File: config.mk
export PLATFORM = sky130hd
export DESIGN_NAME = gpc_top
export DESIGN_NICKNAME = d
export VERILOG_FILES = /design/src/gpc_pkg.sv /design/src/gpc_sync.sv /design/src/gpc_top.sv
export VERILOG_INCLUDE_DIRS = /design/src
export SDC_FILE = /design/constraint.sdc
export NUM_CORES = 1
export LEC_CHECK = 0
export BUFFER_PORTS_ARGS = -buffer_cell sky130_fd_sc_hd__clkbuf_2
export CORE_MARGIN = 2
export CORE_UTILIZATION = 60
export CTS_CLUSTER_DIAMETER = 60
export DETAILED_ROUTE_END_ITERATION = 7
export GPL_TIMING_DRIVEN = 0
export PLACE_DENSITY = 0.82
export SLEW_MARGIN = 15
export SYNTH_ARGS = -nofsm -noshare
export SYNTH_HDL_FRONTEND = slang
export SYNTH_SLANG_ARGS = --single-unit
File: constraint.sdc
create_clock -name sys_clk_i -period 7.1 [get_ports sys_clk_i]
set_input_delay 0.71 -clock sys_clk_i [delete_from_list [all_inputs] [get_ports sys_clk_i]]
set_output_delay 0.71 -clock sys_clk_i [all_outputs]
set_load 0.005 [all_outputs]
File: src/gpc_regs.svh
`ifndef GPC_REGS_SVH
`define GPC_REGS_SVH

// ==========================================================
// Clock and timebase rates, in Hz
`define GPC_SYS_CLK_HZ  50000000
`define GPC_FAST_TB_HZ  20000000
`define GPC_SLOW_TB_HZ  100000

// ==========================================================
// Widths and counts
`define GPC_ACC_W       27
`define GPC_NUM_CTR     2
`define GPC_TRIG_LINES  7
`define GPC_PIN_SYNC_W  6

// ==========================================================
// Reset values
`define GPC_OUT_IDLE    1'b0
`define GPC_OE_N_RST    1'b1

`endif

File: src/gpc_pkg.sv
package gpc_pkg;

  // ========================================================
  // Counting input selection
  typedef enum logic [1:0] {
    SRC_PIN, SRC_FAST, SRC_SLOW, SRC_OTHER
  } gpc_src_t;

  // ========================================================
  // Gate selection
  typedef enum logic [1:0] {
    GATE_PIN, GATE_OTHER, GATE_ACMP
  } gpc_gate_t;

  typedef enum logic {MODE_EDGE, MODE_PULSE} gpc_mode_t;

  typedef enum logic [1:0] {ST_IDLE, ST_WAIT, ST_RUN} gpc_state_t;

  // ========================================================
  // Per-counter configuration bits
  typedef struct packed {
    gpc_src_t  src_sel;     // Counting input source
    logic      src_fall;    // Count falling edges
    gpc_gate_t gate_sel;    // Gate source
    logic      gate_inv;    // Invert gate polarity
    gpc_mode_t mode;        // Edge counting or pulse generation
    logic      start_en;    // Wait for a gate edge to start
    logic      retrig_en;   // Later gate edges restart
    logic      continuous;  // Pulse train runs until stopped
    logic      pause_en;    // Gate level pauses counting
    logic      pause_lvl;   // Gate level that holds the count
    logic      latch_en;    // Gate edge latches the count
    logic      dir_ext;     // Direction from pin
    logic      dir_up;      // Software direction
    logic      out_toggle;  // Toggle, not pulse, on terminal count
    logic      out_inv;     // Output polarity
    logic      src_exp_en;  // Drive source export pin
    logic      gate_exp_en; // Drive gate export pin
  } gpc_cfg_t;

  // ========================================================
  // Routing of the first counter's output
  typedef struct packed {
    logic       ai_samp_en;  // To analog sample clock
    logic       ai_start_en; // To analog start trigger
    logic       ai_conv_en;  // To analog conversion clock
    logic [6:0] trig_en;     // To inter-device trigger lines
    logic       out_pin_en;  // To counter output pin
  } gpc_route_t;

endpackage

File: src/gpc_sync.sv
`timescale 1ns/1ps

// ==========================================================
// Two-stage synchroniser for pin levels
module gpc_sync #(
  parameter int W = 1
) (
  input  wire logic         sys_clk_i, // System clock
  input  wire logic         srst_i,    // Sync reset, high
  input  wire logic [W-1:0] async_i,   // Raw pin levels
  output wire logic [W-1:0] sync_o     // Synchronised levels
);

  logic [W-1:0] meta_q;
  logic [W-1:0] sync_q;

  // First stage feeds only the second stage
  always_ff @(posedge sys_clk_i) begin
    if (srst_i) begin
      meta_q <= '0;
      sync_q <= '0;
    end else begin
      meta_q <= async_i;
      sync_q <= meta_q;
    end
  end

  assign sync_o = sync_q;

endmodule // gpc_sync

File: src/gpc_top.sv
`timescale 1ns/1ps
`include "gpc_regs.svh"

// Functional notes
// - Two counters: source, gate, one output, two registers each.
// - Source edge chosen rising or falling; count up or down.
// - Gate edge or level: start, stop, event, count latch.
// - Terminal count on rollover, shown by internal output.
// - Output pulses or toggles on terminal count; polarity selectable.
// - Pulse generation drives output in toggle mode.
// - Start trigger begins finite or continuous train; continuous runs on.
// - Finite train gives programmed pulse count; retrigger restarts it.
// - Edge counting holds while pause gate is at hold level.
// - Continuous train stops while pause gate is at hold level.
// - Analog compare event reaches a counter only as a gate.
// - Gate sampled and output changed on the active source edge.
// - Timebase source: gate change lands within one period.
// - Source may be fast 20 MHz or slow 100 kHz timebase.
// - Source exportable to its pin; pin undriven after reset.
// - Gate exportable to its pin; pin undriven after reset.
// - First counter output routable to second counter gate.
// - First output drives analog clocks, trigger lines, output pin.
// - External direction: down when pin low, up when high.
module gpc_top
  import gpc_pkg::*;
#(
  parameter int CW = 32
) (
  input  wire logic                 sys_clk_i,     // 50 MHz clock
  input  wire logic                 srst_i,        // Sync reset, high
  input  wire gpc_cfg_t [1:0]       cfg_i,         // Per-counter setup
  input  wire logic [1:0][CW-1:0]   low_ticks_i,   // Preload or low time
  input  wire logic [1:0][CW-1:0]   high_ticks_i,  // High time
  input  wire logic [1:0][CW-1:0]   pulse_cnt_i,   // Finite pulse count
  input  wire logic [1:0]           arm_i,         // Start operation
  input  wire logic [1:0]           disarm_i,      // Stop operation
  input  wire logic [1:0]           src_pin_i,     // Source pins
  input  wire logic [1:0]           gate_pin_i,    // Gate pins
  input  wire logic [1:0]           dir_pin_i,     // Direction pins
  input  wire logic                 acmp_evt_i,    // Analog compare pulse
  input  wire gpc_route_t           route_i,       // Output routing
  output wire logic [1:0][CW-1:0]   count_o,       // Live count
  output wire logic [1:0][CW-1:0]   latch_o,       // Latched count
  output wire logic [1:0]           running_o,     // Counter armed
  output wire logic [1:0]           tc_o,          // Terminal count pulse
  output wire logic [1:0]           gate_evt_o,    // Gate edge event
  output wire logic [1:0]           int_out_o,     // Internal outputs
  output wire logic [1:0]           src_exp_o,     // Source export level
  output wire logic [1:0]           src_exp_oe_n_o,  // Low drives
  output wire logic [1:0]           gate_exp_o,    // Gate export level
  output wire logic [1:0]           gate_exp_oe_n_o, // Low drives
  output logic                      ai_samp_clk_o, // Analog sample clock
  output logic                      ai_start_o,    // Analog start trigger
  output logic                      ai_conv_clk_o, // Analog conv clock
  output logic [`GPC_TRIG_LINES-1:0] trig_line_o,  // Trigger lines
  output logic                      ctr_out_pin_o, // Counter out pin
  output logic                      ctr_out_oe_n_o // Low drives
);

  localparam int AW = `GPC_ACC_W;
  localparam logic [AW-1:0] SYS_HZ  = AW'(`GPC_SYS_CLK_HZ);
  localparam logic [AW-1:0] FAST_HZ = AW'(`GPC_FAST_TB_HZ);
  localparam logic [AW-1:0] SLOW_HZ = AW'(`GPC_SLOW_TB_HZ);

  // ========================================================
  // Helper functions

  // Phase accumulator step: {wrap, next}
  function automatic logic [AW:0] tb_step(input logic [AW-1:0] acc,
                                          input logic [AW-1:0] inc);
    logic [AW-1:0] s;
    s = acc + inc;
    if (s >= SYS_HZ) begin
      tb_step = {1'b1, s - SYS_HZ};
    end else begin
      tb_step = {1'b0, s};
    end
  endfunction

  // A time of N ticks reloads as N-1; zero acts as one
  function automatic logic [CW-1:0] reload(input logic [CW-1:0] v);
    reload = (v == '0) ? '0 : v - CW'(1);
  endfunction

  // ========================================================
  // Pin synchronisers and previous levels
  logic [`GPC_PIN_SYNC_W-1:0] pin_s;
  logic [`GPC_PIN_SYNC_W-1:0] pin_prev_q;

  gpc_sync #(.W(`GPC_PIN_SYNC_W)) u_sync (
    .sys_clk_i (sys_clk_i),
    .srst_i    (srst_i),
    .async_i   ({dir_pin_i, gate_pin_i, src_pin_i}),
    .sync_o    (pin_s)
  );

  // Previous synced levels for edge detection
  always_ff @(posedge sys_clk_i) begin
    if (srst_i) begin
      pin_prev_q <= '0;
    end else begin
      pin_prev_q <= pin_s;
    end
  end

  // ========================================================
  // Internal timebases as one-cycle enables
  logic [AW-1:0] fast_acc_q;
  logic [AW-1:0] slow_acc_q;
  logic          fast_en_q;
  logic          slow_en_q;
  logic [AW:0]   fast_nx;
  logic [AW:0]   slow_nx;

  assign fast_nx = tb_step(fast_acc_q, FAST_HZ);
  assign slow_nx = tb_step(slow_acc_q, SLOW_HZ);

  // Fast rate is not an integer divide of 50 MHz, so its
  // enables average 20 MHz with two-of-five spacing
  always_ff @(posedge sys_clk_i) begin
    if (srst_i) begin
      fast_acc_q <= '0;
      slow_acc_q <= '0;
      fast_en_q  <= 1'b0;
      slow_en_q  <= 1'b0;
    end else begin
      fast_acc_q <= fast_nx[AW-1:0];
      slow_acc_q <= slow_nx[AW-1:0];
      fast_en_q  <= fast_nx[AW];
      slow_en_q  <= slow_nx[AW];
    end
  end

  // ========================================================
  // Cross-counter nets
  wire [1:0] out_w;
  wire [1:0] out_prev_w;

  // ========================================================
  // Counter channels
  for (genvar k = 0; k < `GPC_NUM_CTR; k++) begin : g_ctr
    localparam int O = 1 - k;

    gpc_cfg_t      c;
    gpc_state_t    st_q;
    logic [CW-1:0] cnt_q;
    logic [CW-1:0] left_q;
    logic [CW-1:0] latch_q;
    logic          phase_q;
    logic          lvl_q;
    logic          out_q;
    logic          out_prev_q;
    logic          gate_smp_q;
    logic          acmp_hold_q;
    logic          tc_q, evt_q, run_q;
    logic          sexp_q, sexp_oe_n_q, gexp_q, gexp_oe_n_q;
    logic          src_lvl, src_prv, tick, gate_raw, gate, gate_edge;
    logic          up, paused, step, tc, ld;

    assign c = cfg_i[k];

    // Source, gate and direction selection
    always_comb begin
      src_lvl = 1'b0;
      src_prv = 1'b0;
      tick    = 1'b0;
      case (c.src_sel)
        SRC_PIN: begin
          src_lvl = pin_s[k];
          src_prv = pin_prev_q[k];
        end
        SRC_OTHER: begin
          src_lvl = out_w[O];
          src_prv = out_prev_w[O];
        end
        SRC_FAST: begin
          src_lvl = fast_en_q;
          tick    = fast_en_q;
        end
        SRC_SLOW: begin
          src_lvl = slow_en_q;
          tick    = slow_en_q;
        end
        default: src_lvl = 1'b0;
      endcase
      if (c.src_sel == SRC_PIN || c.src_sel == SRC_OTHER) begin
        tick = c.src_fall ? (src_prv & ~src_lvl)
                          : (src_lvl & ~src_prv);
      end
      case (c.gate_sel)
        GATE_PIN:   gate_raw = pin_s[2+k];
        GATE_OTHER: gate_raw = out_w[O];
        GATE_ACMP:  gate_raw = acmp_hold_q;
        default:    gate_raw = 1'b0;
      endcase
      gate = gate_raw ^ c.gate_inv;
      up   = c.dir_ext ? pin_s[4+k] : c.dir_up;
    end

    // Gate is seen only at source ticks, so with a free timebase
    // a change near an edge lands on it or the next one
    assign gate_edge = tick & gate & ~gate_smp_q;
    assign paused = c.pause_en & (gate == c.pause_lvl)
                  & (c.mode == MODE_EDGE | c.continuous);
    assign step = (st_q == ST_RUN) & tick & ~paused;
    // Up counts wrap at all ones, down counts and trains at zero
    assign tc = step & ((c.mode == MODE_EDGE && up) ? (cnt_q == '1)
                                                    : (cnt_q == '0));
    assign ld = ~disarm_i[k] & (arm_i[k]
              | (st_q == ST_WAIT & gate_edge)
              | (st_q == ST_RUN & c.mode == MODE_PULSE
                 & c.retrig_en & c.start_en & gate_edge));

    // Gate sample register; compare pulse held until next edge
    always_ff @(posedge sys_clk_i) begin
      if (srst_i) begin
        gate_smp_q  <= 1'b0;
        acmp_hold_q <= 1'b0;
      end else begin
        if (tick) begin
          gate_smp_q <= gate;
        end
        if (acmp_evt_i) begin
          acmp_hold_q <= 1'b1;
        end else if (tick) begin
          acmp_hold_q <= 1'b0;
        end
      end
    end

    // Operation sequencer and count register
    always_ff @(posedge sys_clk_i) begin
      if (srst_i) begin
        st_q    <= ST_IDLE;
        cnt_q   <= '0;
        left_q  <= '0;
        phase_q <= 1'b0;
      end else if (disarm_i[k]) begin
        st_q <= ST_IDLE;
      end else if (ld) begin
        st_q    <= (arm_i[k] & c.start_en) ? ST_WAIT : ST_RUN;
        cnt_q   <= (c.mode == MODE_PULSE) ? reload(low_ticks_i[k])
                                          : low_ticks_i[k];
        left_q  <= pulse_cnt_i[k];
        phase_q <= 1'b0;
      end else begin
        case (st_q)
          ST_RUN: begin
            if (step && c.mode == MODE_EDGE) begin
              cnt_q <= up ? cnt_q + CW'(1)
                          : cnt_q - CW'(1);
            end else if (step && cnt_q != '0) begin
              cnt_q <= cnt_q - CW'(1);
            end else if (step) begin
              phase_q <= ~phase_q;
              cnt_q   <= phase_q ? reload(low_ticks_i[k])
                                 : reload(high_ticks_i[k]);
              if (phase_q && !c.continuous) begin
                left_q <= left_q - CW'(1);
                if (left_q <= CW'(1)) begin
                  st_q <= c.retrig_en ? ST_WAIT : ST_IDLE;
                end
              end
            end
          end
          default: begin
            st_q <= (st_q == ST_WAIT) ? ST_WAIT : ST_IDLE;
          end
        endcase
      end
    end

    // Output level changes on source edges and returns to idle on a load
    always_ff @(posedge sys_clk_i) begin
      if (srst_i) begin
        lvl_q      <= `GPC_OUT_IDLE;
        out_q      <= `GPC_OUT_IDLE;
        out_prev_q <= `GPC_OUT_IDLE;
      end else begin
        if (ld) begin
          lvl_q <= `GPC_OUT_IDLE;
        end else if (tick) begin
          if (c.out_toggle || c.mode == MODE_PULSE) begin
            lvl_q <= lvl_q ^ tc;
          end else begin
            lvl_q <= tc;
          end
        end
        out_q      <= lvl_q ^ c.out_inv;
        out_prev_q <= out_q;
      end
    end

    // Gate latch and status registers
    always_ff @(posedge sys_clk_i) begin
      if (srst_i) begin
        latch_q <= '0;
        tc_q    <= 1'b0;
        evt_q   <= 1'b0;
        run_q   <= 1'b0;
      end else begin
        if (gate_edge && c.latch_en && st_q == ST_RUN) begin
          latch_q <= cnt_q;
        end
        tc_q  <= tc;
        evt_q <= gate_edge;
        run_q <= (st_q != ST_IDLE);
      end
    end

    // Export pins stay undriven until enabled
    always_ff @(posedge sys_clk_i) begin
      if (srst_i) begin
        sexp_q      <= 1'b0;
        gexp_q      <= 1'b0;
        sexp_oe_n_q <= `GPC_OE_N_RST;
        gexp_oe_n_q <= `GPC_OE_N_RST;
      end else begin
        sexp_q      <= src_lvl;
        gexp_q      <= gate_raw;
        sexp_oe_n_q <= ~c.src_exp_en;
        gexp_oe_n_q <= ~c.gate_exp_en;
      end
    end

    // Channel outputs, one set per counter
    assign out_w[k]           = out_q;
    assign out_prev_w[k]      = out_prev_q;
    assign count_o[k]         = cnt_q;
    assign latch_o[k]         = latch_q;
    assign running_o[k]       = run_q;
    assign tc_o[k]            = tc_q;
    assign gate_evt_o[k]      = evt_q;
    assign int_out_o[k]       = out_q;
    assign src_exp_o[k]       = sexp_q;
    assign src_exp_oe_n_o[k]  = sexp_oe_n_q;
    assign gate_exp_o[k]      = gexp_q;
    assign gate_exp_oe_n_o[k] = gexp_oe_n_q;
  end

  // ========================================================
  // First counter output routing
  always_ff @(posedge sys_clk_i) begin
    if (srst_i) begin
      ai_samp_clk_o  <= 1'b0;
      ai_start_o     <= 1'b0;
      ai_conv_clk_o  <= 1'b0;
      trig_line_o    <= '0;
      ctr_out_pin_o  <= 1'b0;
      ctr_out_oe_n_o <= `GPC_OE_N_RST;
    end else begin
      ai_samp_clk_o  <= route_i.ai_samp_en & out_w[0];
      ai_start_o     <= route_i.ai_start_en & out_w[0];
      ai_conv_clk_o  <= route_i.ai_conv_en & out_w[0];
      trig_line_o    <= route_i.trig_en & {`GPC_TRIG_LINES{out_w[0]}};
      ctr_out_pin_o  <= out_w[0];
      ctr_out_oe_n_o <= ~route_i.out_pin_en;
    end
  end

endmodule // gpc_top

==> results.cfg, run 1 <==
[cts]
root_buffer = clkbuf_16
cts_tree = yes
cts_buffers = 37
clockBufferDepth = 3
cts.sinks = 291
cts_max_level = 2
cts_hold_buffers = 0
cts.repair.resized = 0
clk_pin_slew_ns = 0.06
clock_latency_ns = 0.57
postCtsSetupBuffers = 0

[placement]
dp_hpwl_mm = 74.3
place_ws_ns = 2.00
io_buffers = 396
gp_congestion = 1.09
place_inst = 3986

[critical_path]
crit_end = g_ctr[0].cnt_q[20]
worstSetupEndpointType = register
regToRegEndpoint = g_ctr[0].cnt_q[20]
crit_path_start = cfg_i[17]
worst-r2r-cell-count = 11
required_ns = 7.51
r2r_start = g_ctr[1].out_q
path_max_fanout = 10
path_class = input port to register
cp.arrival_ns = 5.36
r2r_slack_ns = 2.37
worstSetupStartpointType = input port

[sta]
finalMaxSlewViolations = 0
final.setup_skew_ns = 0.0247
whs_ns = 0.298
worstMarginPinSlew_ns = 1.28
final_hold_viol_count = 0
setup_violations = 0
slew_headroom_pct = 13.8
period_minus_slack_ns = 4.95
worst_slack_ns = 2.15
rsz0062_at_grt = false
fin_crit_sh_pct = 69.7
setup_tns_ns = 0
fmax_mhz = 202

[worst_hold_path]
hold_path_class = input port to register

[final_layout]
finalNonFillerCells = 4058
drive_gt1_share_pct = 15.7
area_growth_pct = 17.2
nNetsFinal = 3843

[floorplan]
start_util_pct = 61.3
ios = 410
coreArea_um2 = 36800
die-width_um = 198
die_y_um = 198
dieArea_um2 = 39100
num_rows = 70

[detailed_routing]
drc = 0
vias_per_cell = 6.93
first_pass_iters = 7
vias = 28100
drt_wl_total_mm = 98.1
drt-initial-drc-count = 4183
wire_per_inst_um = 24.2
ant_nets = 0

[power_and_ir_drop]
leakage_nw = 10.0
switching_share_pct = 37.0
p_total_mw = 5.76
power_density_nw_per_um2 = 218
max-vdd-ir-drop_v = 0.000214
p_seq_share_pct = 33.0
p_comb_share_pct = 32.4
p_switching_mw = 2.13
p_clk_share_pct = 34.7
internal-power_mw = 3.63

[yosys]
synth-compound-area-share_pct = 24.1
synth.avg_cell_area_um2 = 7.22
synthArstFlopShare_pct = 0
syn_area_um2 = 22500
synth_largest_area_cell = dfxtp_1
synth-seq-cells = 291
yosys_warnings = 0
synth_xor_area_share_pct = 10.6
synth_ff_type = dfxtp_1
synthMuxAreaShare_pct = 2.73
ys_types = 93
synthAdderAreaFrac_pct = 1.78
ys_seq_area_share_pct = 25.8
synth_top_area_share_pct = 25.8
synth_top_family_by_area = simple AND/OR/NAND/NOR gates
synth.top_cells.by_area = dfxtp_1 26%, xnor2_1 6.9%, nor2_1 5.8%
synth_nets = 3408
synth_cells = 3122
yosys.area_share.simple_pct = 29.3
synth_edf_count = 0

[global_routing]
grt_pass1_wl_mm = 146
grt_antenna_before_repair = 11
overflow = 0
grt_start_max_net_pins = 14
globalRouteTotalUtil_pct = 48.1
first_global_vias = 25900

[run]
max-cap-violations = 0

[status]
status = complete, no violations
[power groups by stage]
stage	clock network, mW	logic [mW]	registers (mW)
finish	2.00	1.86	1.90
global route	2.04	2.00	1.91
CTS	1.98	1.78	1.89
detailed placement	0	1.75	1.92
global placement	0	1.70	1.91
floorplan	0	1.23	1.88
[per-stage QoR]
step           area [um^2]  util, %
2_1_floorplan        22500        -
3_3_place_gp         25100     68.2
5_1_grt              26400     71.8
3_5_place_dp         25100     68.3
4_1_cts              26400     71.7
6_report             26400     71.8
[routing by layer]
layer | GRT usage [%] | wire length [um]
met5 | 0 | 31
met4 | 27.7 | 6610
met3 | 16.5 | 14900
met2 | 71.1 | 40500
met1 | 60.9 | 36100
[worst min path at each step]
stage	slack, ns	to	depth (start not counted)	startpoint
after floorplan	0.41	u_sync.sync_o[0]	1	u_sync.meta_q[0]
after global placement	0.42	u_sync.sync_o[4]	1	u_sync.meta_q[4]
after detailed placement	0.43	u_sync.sync_o[0]	1	u_sync.meta_q[0]
after CTS	0.29	g_ctr[1].sexp_oe_n_q	2	cfg_i[20]
after global routing	0.31	g_ctr[1].sexp_oe_n_q	2	cfg_i[20]
final	0.30	g_ctr[1].sexp_oe_n_q	2	cfg_i[20]
[Yosys cell counts (9+ instances only)]
| master | number |
|---|---|
| a21boi_0 | 9 |
| o31ai_1 | 18 |
| o221ai_1 | 14 |
| and3_1 | 25 |
| o21a_1 | 9 |
| o22ai_1 | 71 |
| nand4_1 | 40 |
| buf_2 | 11 |
| buf_4 | 19 |
| o311ai_0 | 11 |
| nand3_1 | 87 |
| a311oi_1 | 18 |
| or2_2 | 20 |
| nor2_1 | 348 |
| a22oi_1 | 18 |
| dfxtp_1 | 291 |
| mux2_2 | 12 |
| a211o_1 | 11 |
| o22a_1 | 12 |
| nand3b_1 | 17 |
| and2_1 | 26 |
| a221oi_1 | 15 |
| a2bb2oi_1 | 11 |
| o211ai_1 | 19 |
| a31oi_1 | 32 |
| nor3_1 | 156 |
| a211oi_1 | 88 |
| or3_1 | 56 |
| mux2i_1 | 48 |
| o21ai_0 | 186 |
| xnor2_1 | 177 |
| nand2_1 | 313 |
| or4_1 | 34 |
| a21oi_1 | 204 |
| nor4_1 | 78 |
| ha_1 | 32 |
| nand2b_1 | 19 |
| xor2_1 | 90 |
| clkbuf_1 | 206 |
| nor2b_1 | 35 |
| a21o_1 | 11 |
| nor3b_1 | 20 |
| inv_1 | 55 |
[cell usage in the layout, fill, tap and decap left out, types with 26 or more instances in the layout]
master     count
nand4_1       40
clkbuf_1     209
clkbuf_2     396
and2_1        26
nor2b_1       35
or3_1         56
inv_1         55
xnor2_1      177
clkbuf_16     37
o21ai_0      186
dfxtp_1      291
a31oi_1       32
a211oi_1      87
nand3_1       87
o22ai_1       71
nand2_1      313
nor3_1       155
mux2i_1       48
nor4_1        77
a21oi_1      204
xor2_1        90
nor2_1       348
ha_1          32
or4_1         34
[cell families (layout without fill, tap and decap cells)]
| logic type | Yosys count | count (layout) |
|---|---|---|
| buffers and inverters | 307 | 767 |
| AND/OR/NAND/NOR | 1327 | 1327 |
| multiplexers | 60 | 60 |
| other | 0 | 8 |
| flip-flops | 291 | 291 |
| adder cells (fa/ha/maj) | 32 | 32 |
| XOR/XNOR | 269 | 269 |
| AO/OA/AOI/OAI | 836 | 836 |
[registers in the layout, summed over array words and instances, names as in the netlist, 4 cells and up]
signal and cells:
fast_acc_q 20, slow_acc_q 22, g_ctr.st_q 4, g_ctr.left_q 64, g_ctr.cnt_q 64, u_sync.sync_o 6, u_sync.meta_q 6, trig_line_o 7
g_ctr.latch_q 64
[area by class of cell]
type / count / area, um^2
diodes: 8 / 20.0
plain buffers: 251 / 1080
clock buffers: 45 / 1010
clock inverters: 19 / 263
fillers: 2986 / 10400
inverters: 56 / 210
multi-input cells: 2524 / 15500
flip-flops and latches: 291 / 5830
well taps: 468 / 586
repair buffers: 396 / 1980
[critical path, cell delays in order]
cell and delay (ns):
clkbuf_2 0.12, inv_1 0.09, ha_1 0.26, nor2b_1 0.16, o21bai_1 0.20, a31oi_1 0.20, a2bb2oi_1 0.76, a211o_1 0.23
clkbuf_1 0.44, clkbuf_1 0.55, buf_1 0.95, a21oi_1 0.31, a31oi_1 0.26, a31oi_1 0.11
No activity file was read; power rests on OpenSTA's default activity.
==> run 2, diff against run 1 <==
--- a/config.mk
+++ b/config.mk
@@ -8,11 +8,11 @@
 export LEC_CHECK = 0
 export BUFFER_PORTS_ARGS = -buffer_cell sky130_fd_sc_hd__clkbuf_2
 export CORE_MARGIN = 2
-export CORE_UTILIZATION = 60
+export CORE_UTILIZATION = 52
 export CTS_CLUSTER_DIAMETER = 60
 export DETAILED_ROUTE_END_ITERATION = 7
 export GPL_TIMING_DRIVEN = 0
-export PLACE_DENSITY = 0.82
+export PLACE_DENSITY = 0.75
 export SLEW_MARGIN = 15
 export SYNTH_ARGS = -nofsm -noshare
 export SYNTH_HDL_FRONTEND = slang
==> constraint.sdc (replaced) <==
create_clock -name sys_clk_i -period 4.3 [get_ports sys_clk_i]
set_input_delay 0.43 -clock sys_clk_i [delete_from_list [all_inputs] [get_ports sys_clk_i]]
set_output_delay 0.43 -clock sys_clk_i [all_outputs]
set_load 0.005 [all_outputs]
==> run 2 against run 1 <==
Critical path type unchanged. Power is 67% higher. Design area grew 1.1%. Combinational power is 68% higher. First-iteration DRC count decreased by 5.1%. The run now ends with design-rule violations, negative setup slack left. Largest cell class unchanged. Clock skew up 0.0087 ns. Die area rose by 15%.
==> results.cfg, run 2 (synthesis results as in run 1) <==
[final_layout]
nNetsFinal = 3850
design_area_um2 = 26700
layout_common_cells = 401 x clkbuf_2, 348 x nor2_1, 313 x nand2_1
finalNonFillerCells = 4192
area_growth_pct = 18.5
fill_cells = 3931
utilization_pct = 62.3
final_common_cell = clkbuf_2
drive_gt1_share_pct = 16.1
largestRegisters = g_ctr.cnt_q (64), g_ctr.latch_q (64), g_ctr.left_q (64)

[floorplan]
dieArea_um2 = 45000
num_rows = 76
die_y_um = 212
ios = 410
coreArea_um2 = 42900
die-width_um = 212
start_util_pct = 52.5

[placement]
place_inst = 4106
postPlaceCellArea_um2 = 25300
place_ws_ns = -0.528
gp_congestion = 1.04
io_buffers = 396
dp_hpwl_mm = 81.6

[global_routing]
grt_start_max_net_pins = 14
overflow = 0
globalRouteTotalUtil_pct = 45.4
grt_pass1_wl_mm = 156
grt_antenna_before_repair = 14
first_global_vias = 26200

[power_and_ir_drop]
internal-power_mw = 5.98
switching_share_pct = 37.7
max-vdd-ir-drop_v = 0.000325
p_clk_share_pct = 34.7
leakage_nw = 10.1
p_comb_share_pct = 32.5
power_density_nw_per_um2 = 360
p_seq_share_pct = 32.7
p_total_mw = 9.61
p_switching_mw = 3.62

[critical_path]
r2r_slack_ns = 0.02
path_max_fanout = 10
worst-r2r-cell-count = 10
path_class = input port to register
cpPeakStageDelay_ns = 0.86
crit_chain = clkbuf_2 > clkinv_1 > o21ai_0 > o2bb2ai_1 > clkbuf_1 > a21oi_1 > clkbuf_1 > o22ai_1 > nor3_1
crit_slowest_cell = o21ai_0
r2r_start = g_ctr[1].cnt_q[18]
worstSetupStartpointType = input port
worstSetupEndpointType = register
required_ns = 4.74
cp_common_cell = clkbuf_1
cp.arrival_ns = 4.75
regToRegEndpoint = g_ctr[1].cnt_q[2]

[detailed_routing]
drt-initial-drc-count = 3968
drt_wl_total_mm = 106
first_pass_iters = 8
ant_nets = 0
drc = 1
wire_per_inst_um = 25.4
vias = 28100
vias_per_cell = 6.71

[sta]
setup_tns_ns = -0.00824
whs_ns = 0.00812
fin_crit_sh_pct = 100
worst_slack_ns = -0.00824
final_hold_viol_count = 0
slew_headroom_pct = 15.8
setup_violations = 1
worstMarginPinSlew_ns = 1.25
rsz0062_at_grt = false
period_minus_slack_ns = 4.31
final.setup_skew_ns = 0.0334
finalMaxSlewViolations = 0
fmax_mhz = 232

[cts]
cts_max_level = 2
clockBufferDepth = 3
clk_pin_slew_ns = 0.06
cts_buffers = 38
cts.sinks = 291
clock_latency_ns = 0.59
cts_tree = yes
root_buffer = clkbuf_16

[worst_hold_path]
hold_path_depth = 2
min_from = cfg_i[20]
hold_path_class = input port to register
holdPathEnd = g_ctr[1].sexp_oe_n_q

[status]
status = finished, violations left
failed_checks = design-rule violations, negative setup slack

[run]
max-cap-violations = 0
-- run 2: worst max-delay path: cells and delay by family --
family,cells,cell delay [ns]
and+or+nand+nor,1,0.38
AOI/OAI and AO/OA,4,2.20
buffers and inverters,4,1.72
-- run 2: layer usage --
| layer | vias up | routed length (um) | global-route usage, % |
|---|---|---|---|
| met4 | 4 | 6540 | 25.3 |
| met1 | 13300 | 41600 | 58.9 |
| met2 | 2069 | 45200 | 68.8 |
| met3 | 442 | 13100 | 11.4 |
| li1 | 12300 | - | - |
| met5 | - | 33 | 0 |
-- run 2: cell type report --
class | instances | area (um^2) | share of cell area [%]
clock inverters | 16 | 205 | 0.768
inverters | 56 | 210 | 0.787
repair buffers | 402 | 2030 | 7.59
well taps | 585 | 732 | 2.74
plain buffers | 251 | 1090 | 4.09
multi-input cells | 2524 | 15500 | 58.0
flip-flops and latches | 291 | 5830 | 21.8
diodes | 13 | 32.5 | 0.122
clock buffers | 54 | 1080 | 4.05
-- run 2: worst max-delay path by stage --
stage / cells after the start / slack [ns] / end / start
4_1_cts: 11 / 0.02 / g_ctr[0].cnt_q[20] / u_sync.sync_o[2]
6_report: 9 / -0.008 / g_ctr[0].cnt_q[4] / cfg_i[12]
3_3_place_gp: 11 / -1.25 / g_ctr[0].cnt_q[7] / low_ticks_i[9]
3_5_place_dp: 14 / -0.53 / g_ctr[0].cnt_q[20] / cfg_i[17]
5_1_grt: 11 / 0.009 / g_ctr[0].cnt_q[7] / g_ctr[0].cnt_q[24]
2_1_floorplan: 12 / 0.79 / g_ctr[0].cnt_q[3] / high_ticks_i[0]
-- run 2: what timing repair did --
item,in CTS,in global routing
hold endpoints to repair,1,0
setup endpoints to repair,2,54
pin swaps,0,1
hold buffers,1,0
resized for setup,1,19
setup buffers,0,2
gates cloned,0,0
-- run 2: power by group through the flow --
| stage | Sequential [mW] | Clock (mW) | Combinational (mW) |
|---|---|---|---|
| floorplan | 3.11 | 0 | 2.03 |
| global placement | 3.17 | 0 | 2.87 |
| detailed placement | 3.18 | 0 | 2.96 |
| CTS | 3.13 | 3.33 | 3.00 |
| global route | 3.16 | 3.45 | 3.34 |
| finish | 3.14 | 3.34 | 3.12 |
